## config.mk

```make
export PLATFORM = sky130hd
export DESIGN_NAME = ovrs_bank
export DESIGN_NICKNAME = d
export VERILOG_FILES = /design/src/ovrs_pkg.sv /design/src/ovrs_clear_bank.sv /design/src/ovrs_sticky.sv /design/src/ovrs_bank.sv
export SDC_FILE = /design/constraint.sdc
export NUM_CORES = 1
export LEC_CHECK = 0
export BUFFER_PORTS_ARGS = -buffer_cell sky130_fd_sc_hd__buf_2
export CAP_MARGIN = 20
export CELL_PAD_IN_SITES_DETAIL_PLACEMENT = 1
export CELL_PAD_IN_SITES_GLOBAL_PLACEMENT = 1
export CORE_MARGIN = 2
export CORE_UTILIZATION = 43
export DETAILED_ROUTE_END_ITERATION = 8
export GPL_ROUTABILITY_DRIVEN = 1
export PLACE_DENSITY_LB_ADDON = 0.25
export SLEW_MARGIN = 0
export SYNTH_ARGS = -nofsm -noshare
export SYNTH_HDL_FRONTEND = slang
export SYNTH_HIERARCHICAL = 1
export SYNTH_SLANG_ARGS = --single-unit
```

## constraint.sdc

```tcl
create_clock -name core_clk_i -period 1.4 [get_ports core_clk_i]
set_input_delay 0.14 -clock core_clk_i [delete_from_list [all_inputs] [get_ports core_clk_i]]
set_output_delay 0.14 -clock core_clk_i [all_outputs]
set_load 0.01 [all_outputs]
```

## src/ovrs_pkg.sv

```systemverilog
// overrange sticky status bank: shared constants, register map and decode helpers
// assumes a byte-wide register port with addresses up to ten bits
package ovrs_pkg;

	// ----------------------------------------
	// sizes
	// ----------------------------------------
	localparam int ADDR_W = 10;
	localparam int DATA_W = 8;
	localparam int NUM_CONV = 24;
	localparam int CLR_BITS = 96;
	localparam int CLR_BYTES = 12;
	localparam int FLAG_BYTES = 3;

	// ----------------------------------------
	// register offsets
	// ----------------------------------------
	// clear field bytes 0..11 sit at consecutive addresses
	localparam logic [ADDR_W-1:0] CLR_BASE = 10'h18d;
	localparam logic [ADDR_W-1:0] CLR_BYTE8_ADDR = 10'h195;
	localparam logic [ADDR_W-1:0] CLR_BYTE9_ADDR = 10'h196;
	localparam logic [ADDR_W-1:0] CLR_BYTE10_ADDR = 10'h197;
	localparam logic [ADDR_W-1:0] CLR_BYTE11_ADDR = 10'h198;
	localparam logic [ADDR_W-1:0] FLAG_BASE = 10'h199;
	localparam logic [ADDR_W-1:0] FLAG_BYTE1_ADDR = 10'h19a;
	localparam logic [ADDR_W-1:0] FLAG_BYTE2_ADDR = 10'h19b;

	// ----------------------------------------
	// reset values
	// ----------------------------------------
	localparam logic [DATA_W-1:0] CLR_RESET = 8'h00;
	localparam logic [DATA_W-1:0] FLAG_RESET = 8'h00;
	localparam logic [DATA_W-1:0] UNMAPPED_READ = 8'h00;

	typedef enum logic [1:0] {
		OVRS_HIT_NONE,
		OVRS_HIT_CLEAR,
		OVRS_HIT_FLAG
	} ovrs_hit_t;

	// ----------------------------------------
	// decode helpers
	// ----------------------------------------
	function automatic ovrs_hit_t ovrs_decode(input logic [ADDR_W-1:0] addr);
		ovrs_hit_t hit;
		hit = OVRS_HIT_NONE;
		if (addr >= CLR_BASE && addr < CLR_BASE + ADDR_W'(CLR_BYTES)) begin
			hit = OVRS_HIT_CLEAR;
		end else if (addr >= FLAG_BASE && addr < FLAG_BASE + ADDR_W'(FLAG_BYTES)) begin
			hit = OVRS_HIT_FLAG;
		end
		return hit;
	endfunction

	function automatic logic [3:0] ovrs_index(input logic [ADDR_W-1:0] addr,
		input logic [ADDR_W-1:0] base);
		logic [ADDR_W-1:0] diff;
		diff = addr - base;
		return diff[3:0];
	endfunction

endpackage

```

## src/ovrs_clear_bank.sv

```systemverilog
// overrange sticky status bank: the 96-bit clear field held as twelve byte registers
// assumes write strobe and data come from logic on the same clock
`timescale 1ns/1ns
module ovrs_clear_bank
	import ovrs_pkg::*;
(
	// clock and reset
	input wire logic core_clk_i,
	input wire logic reset_n_i,
	// write port
	input wire logic wr_en_i,
	input wire logic [3:0] wr_index_i,
	input wire logic [DATA_W-1:0] wr_data_i,
	// clear field
	output logic [CLR_BITS-1:0] clear_vector_o
);

	logic [DATA_W-1:0] clear_reg [CLR_BYTES];

	// ----------------------------------------
	// byte registers
	// ----------------------------------------
	always_ff @(posedge core_clk_i or negedge reset_n_i) begin
		if (!reset_n_i) begin
			for (int i = 0; i < CLR_BYTES; i++) begin
				clear_reg[i] <= CLR_RESET; // (RL6)
			end
		end else if (wr_en_i) begin
			clear_reg[wr_index_i] <= wr_data_i; // (RL4)
		end
	end

	always_comb begin
		for (int i = 0; i < CLR_BYTES; i++) begin
			clear_vector_o[i*DATA_W +: DATA_W] = clear_reg[i]; // (RL4)
		end
	end

endmodule

```

## src/ovrs_sticky.sv

```systemverilog
// overrange sticky status bank: one sticky flag per converter
// assumes overrange events come from the converter datapath on the same clock
`timescale 1ns/1ns
module ovrs_sticky
	import ovrs_pkg::*;
(
	// clock and reset
	input wire logic core_clk_i,
	input wire logic reset_n_i,
	// events and clears
	input wire logic [NUM_CONV-1:0] event_i,
	input wire logic [NUM_CONV-1:0] clear_i,
	// flags
	output logic [NUM_CONV-1:0] flags_o
);

	logic [NUM_CONV-1:0] flags_reg;
	logic [NUM_CONV-1:0] flags_next;

	// clear dominates while held, so a held clear masks new events
	always_comb begin
		flags_next = (flags_reg | event_i) & ~clear_i; // (RL2) (RL3) (RL5) (RL9)
	end

	always_ff @(posedge core_clk_i or negedge reset_n_i) begin
		if (!reset_n_i) begin
			flags_reg <= {NUM_CONV{1'b0}}; // (RL7)
		end else begin
			flags_reg <= flags_next;
		end
	end

	assign flags_o = flags_reg;

endmodule

```

## src/ovrs_bank.sv

```systemverilog
// overrange sticky status bank: register port, clear field and sticky flags
// assumes the register port and the overrange events share core_clk_i
//
// Summary of operation
// (RL1) one active-high sticky flag per converter
// (RL2) overrange event sets that converter's flag
// (RL3) flag holds until its clear bit written
// (RL4) 96-bit clear field over byte registers
// (RL5) held clear bit blocks further overrange reporting
// (RL6) clear bytes read/write, reset to zero
// (RL7) flag bytes read-only, reset to zero
// (RL8) flag bytes ascending from converters 7..0
// (RL9) coincident clear wins; set only afterwards
`timescale 1ns/1ns
module ovrs_bank
	import ovrs_pkg::*;
(
	// clock and reset
	input wire logic core_clk_i,
	input wire logic reset_n_i,
	// register port
	input wire logic [ADDR_W-1:0] reg_addr_i,
	input wire logic reg_wr_i,
	input wire logic [DATA_W-1:0] reg_wdata_i,
	input wire logic reg_rd_i,
	output logic [DATA_W-1:0] reg_rdata_o,
	output logic reg_rvalid_o,
	// converter datapath
	input wire logic [NUM_CONV-1:0] conv_overrange_i,
	output logic [NUM_CONV-1:0] overrange_sticky_flags_o
);

	// ----------------------------------------
	// decode
	// ----------------------------------------
	ovrs_hit_t hit;
	logic [3:0] clr_idx;
	logic [3:0] flag_idx;
	logic clr_wr;
	logic [CLR_BITS-1:0] overrange_clear_vector;
	logic [NUM_CONV-1:0] overrange_sticky_flags;
	logic [DATA_W-1:0] rdata_reg;
	logic [DATA_W-1:0] rdata_next;
	logic rvalid_reg;

	assign hit = ovrs_decode(reg_addr_i);
	assign clr_idx = ovrs_index(reg_addr_i, CLR_BASE);
	assign flag_idx = ovrs_index(reg_addr_i, FLAG_BASE);
	// writes to flag bytes or unmapped addresses are dropped
	assign clr_wr = reg_wr_i && (hit == OVRS_HIT_CLEAR); // (RL7)

	// ----------------------------------------
	// clear field
	// ----------------------------------------
	ovrs_clear_bank u_clear (
		.core_clk_i(core_clk_i),
		.reset_n_i(reset_n_i),
		.wr_en_i(clr_wr),
		.wr_index_i(clr_idx),
		.wr_data_i(reg_wdata_i),
		.clear_vector_o(overrange_clear_vector)
	);

	// ----------------------------------------
	// sticky flags
	// ----------------------------------------
	// only converters 0..23 report here; clear bits above 23 are stored only
	ovrs_sticky u_sticky (
		.core_clk_i(core_clk_i),
		.reset_n_i(reset_n_i),
		.event_i(conv_overrange_i),
		.clear_i(overrange_clear_vector[NUM_CONV-1:0]), // (RL4)
		.flags_o(overrange_sticky_flags)
	);

	assign overrange_sticky_flags_o = overrange_sticky_flags; // (RL1)

	// ----------------------------------------
	// read path
	// ----------------------------------------
	always_comb begin
		rdata_next = UNMAPPED_READ;
		case (hit)
			OVRS_HIT_CLEAR: begin
				rdata_next = overrange_clear_vector[clr_idx*DATA_W +: DATA_W]; // (RL6)
			end
			OVRS_HIT_FLAG: begin
				rdata_next = overrange_sticky_flags[flag_idx*DATA_W +: DATA_W]; // (RL8)
			end
			default: begin
				rdata_next = UNMAPPED_READ;
			end
		endcase
	end

	always_ff @(posedge core_clk_i or negedge reset_n_i) begin
		if (!reset_n_i) begin
			rdata_reg <= FLAG_RESET;
		end else if (reg_rd_i) begin
			rdata_reg <= rdata_next;
		end
	end

	always_ff @(posedge core_clk_i or negedge reset_n_i) begin
		if (!reset_n_i) begin
			rvalid_reg <= 1'b0;
		end else begin
			rvalid_reg <= reg_rd_i;
		end
	end

	assign reg_rdata_o = rdata_reg;
	assign reg_rvalid_o = rvalid_reg;

	logic [NUM_CONV-1:0] clr24;
	assign clr24 = overrange_clear_vector[NUM_CONV-1:0];

	// clear bits as they stood one cycle ago, to see a clear being let go
	logic [NUM_CONV-1:0] clr24_q;
	logic [NUM_CONV-1:0] released_ovr;

	always_ff @(posedge core_clk_i or negedge reset_n_i) begin
		if (!reset_n_i) begin
			clr24_q <= {NUM_CONV{1'b0}};
		end else begin
			clr24_q <= clr24;
		end
	end

	assign released_ovr = clr24_q & ~clr24 & conv_overrange_i;
endmodule

```

==> results.toml <==
[worst_setup_path]
r2r-end = "reg_rdata_o[0]"
cp_cell_sequence = "buf_8 > inv_8 > ha_4 > nand2b_4 > nand4b_1 > a21oi_2 > and2_4 > nor3b_4 > buf_6 > nand3b_4 > mux2_2"
crit_path_top_delay_cell = "mux2_2"
end_kind = "flip-flop"
start_kind = "primary input"
critPathMaxFanout = 8
reg2reg_depth = 4
rr_startpoint = "u_clear/clear_vector_o[88]"
arrival_ps = 2060
rrSetupSlack_ps = -210
crit_type = "primary input to flip-flop"
crit_required_ps = 1700
max_stage_delay_ps = 330

[sta]
rsz0062_at_grt = "true"
report.final.setup_viol = 104
slew-limit-headroom = 0.717
worst_pin_slew_ps = 424
max_freq_ghz = 0.567
setup_tns_ps = -29720
fin_crit_ps = 1760
skew_ps = 8.14
setup_ws_ps = -363
hold_viol_final = 0
period_share = 1.26
drv_slew = 0

[placement]
place_area_um2 = 7490
dp.final_hpwl_mm = 11.7
portBuffers = 78
gp_congestion = 0.766
pre_cts_slack_ps = -956

[global_routing]
antenna_found_initial = 0
grt_max_degree = 53
grt_pass1_vias = 4891
grt_overflow = 0
grt_usage = 0.269
grt_pass1_wl_mm = 29.1

[route]
wl_mm = 20.0
drc = 0
drt-initial-drc-count = 286
ant_nets = 0
via_count = 4467
firstDrtPassIters = 4
vias_per_cell = 5.58
avgRoutedWirePerCell_um = 25.0

[yosys]
synth_warnings = 6
syn_avg_cell_area_um2 = 15.2
synth_xor_area_frac = 0.00743
async_flop_share = 1.00
synth_edf_count = 0
yosys_register_bits = 129
synthMuxAreaShare = 0.303
synth-simple-area-share = 0.0539
synth_top_family_by_area = "multiplexers"
post_synth_inst_count = 399
netlist_area_um2 = 6060
synth_top_cell_by_area = "dfrtp_1"
synthTopCellsByArea = "dfrtp_1 53%, mux2_2 17%, mux4_2 7.1%"
synth_fa_ha_area_frac = 0.00413
synth_fp_nets = 447
yosys.area.top_type_share = 0.533
seq_area_frac_synth = 0.533
ys.flop_type = "dfrtp_1"
synthDistinctLibCells = 46
synth_compound_area_frac = 0.0722

[floorplanning]
rows = 43
die-height_um = 123
core-area_um2 = 13800
die-area_um2 = 15100
start_util = 0.438
die_x_um = 123
io-pin-count = 79

[hold_path]
min_to = "reg_rvalid_o"
hold_depth = 2
hold_path_class = "primary input to flip-flop"
hold_start = "reg_rd_i"

[finish]
syn_to_final_growth_pct = 45.5
fin_area_um2 = 8820
drive_gt1_frac = 0.619
final_util = 0.638
final_net_count = 655
n_antenna_cell = 0

[run_status]
violations = "negative setup slack"
outcome = "finished with violations"

[job]
cap_viol_max_count = 0

[power]
vdd_drop_max_mv = 0.832
powerDensity_nw_per_um2 = 1050
p_leak_nw = 4.18

[clock_tree]
clock_sinks = 129
cts_root_buf = "clkbuf_16"
tritoncts = "yes"
cts_made_buffers = 17
insertion_delay_ps = 420
cts.path.max_buffers = 2
clk_pin_slew_worst_paths_ps = 60
htreeDepth = 4
[cells by family (layout without fill, tap and decap cells)]
logic type,after synthesis,in the layout
buffers and inverters,27,248
and+or+nand+nor,54,54
muxes,136,136
adders and majority gates,2,2
DFF,129,129
AOI/OAI and AO/OA,48,48
xor gates and xnor gates,3,3
[final cells by class]
class	instances	area (um^2)
inverter	6	37.5
sequential	129	3230
clock inverter	11	113
clock buffer	21	460
multi-input combinational	243	3080
timing repair buffer	210	1680
tap	180	225
fill	1285	5010
[cell usage after synthesis (2+ instances only)]
| cell | count |
|---|---|
| a211o_1 | 7 |
| a221oi_1 | 7 |
| buf_2 | 7 |
| buf_6 | 4 |
| clkbuf_1 | 8 |
| dfrtp_1 | 129 |
| ha_1 | 2 |
| inv_1 | 6 |
| mux2_2 | 94 |
| mux2_4 | 8 |
| mux2i_1 | 9 |
| mux4_1 | 5 |
| mux4_2 | 19 |
| nand2_1 | 2 |
| nand2b_1 | 5 |
| nand3b_1 | 2 |
| nor2_1 | 17 |
| nor2_2 | 6 |
| nor2b_1 | 3 |
| nor3_1 | 8 |
| o21ai_0 | 2 |
| o21ba_1 | 24 |
| xnor2_1 | 2 |
[where the power goes]
group	total (mW)	switching, mW	internal [mW]
registers	3.86	0.0537	3.81
clock network	4.37	1.68	2.69
logic	1.06	0.537	0.522
[per-stage QoR]
| stage | power, mW | hold WS (ps) | instances |
|---|---|---|---|
| floorplan | 4.34 | -156 | 399 |
| global placement | 4.75 | 68.4 | 724 |
| detailed placement | 4.78 | 75.8 | 724 |
| CTS | 9.24 | 60.6 | 792 |
| global route | 9.58 | 51.3 | 800 |
| finish | 9.30 | 67.5 | 800 |
[registers in the layout (all words and copies together) (netlist names)]
signal	cells
u_sticky/flags_o	24
u_clear/clear_vector_o	96
reg_rdata_o	8
reg_rvalid_o	1
[how the worst max path moves through the flow]
stage,start,endpoint,cells past startpoint
finish,reg_addr_i[1],u_clear/clear_vector_o[16],11
global route,reg_addr_i[1],u_clear/clear_vector_o[16],11
CTS,reg_addr_i[1],u_clear/clear_vector_o[33],11
global placement,reg_addr_i[1],u_clear/clear_vector_o[17],11
floorplan,reg_addr_i[0],u_clear/clear_vector_o[32],13
detailed placement,reg_addr_i[1],u_clear/clear_vector_o[34],11
[cells in the final DEF, fill, tap and decap left out, types with 3 or more instances in the layout]
cell type	count
buf_4	81
nor2_1	9
clkbuf_8	3
clkinv_2	6
nor3_1	8
dfrtp_1	129
dlygate4sd3_1	25
buf_6	14
a211o_1	7
mux2_2	37
nor2_2	6
a221oi_2	5
buf_2	75
mux4_2	23
mux2i_1	6
clkbuf_16	17
nor2_4	8
o21ba_1	24
inv_1	4
buf_12	12
mux2i_2	3
clkinvlp_4	3
mux2_4	66
nand2b_1	3
[critical path, delay by kind of cell]
kind	cells	cell delay, ps
adder cells (fa/ha/maj)	1	120
AND/OR/NAND/NOR	5	880
multiplexers	1	330
AO/OA/AOI/OAI	1	250
buffers and inverters	3	320
[routing by layer]
layer | share of wire | routed length [um] | track usage | vias up
li1 | - | - | - | 1902
met3 | 0.042 | 837 | 0.0599 | 35
met5 | 0 | 0 | 0 | -
met4 | 0.020 | 405 | 0.126 | 0
met2 | 0.52 | 10500 | 0.443 | 134
met1 | 0.42 | 8310 | 0.336 | 2396
[timing repair]
| item | CTS | global route |
|---|---|---|
| setup endpoints to repair | 104 | 104 |
| pin swaps | 12 | 7 |
| buffers inserted | 11 | 9 |
| hold endpoints to repair | 83 | 0 |
| hold buffers | 25 | 0 |
| resized for setup | 49 | 47 |
Note: power is estimated with default switching activity, not from simulation.
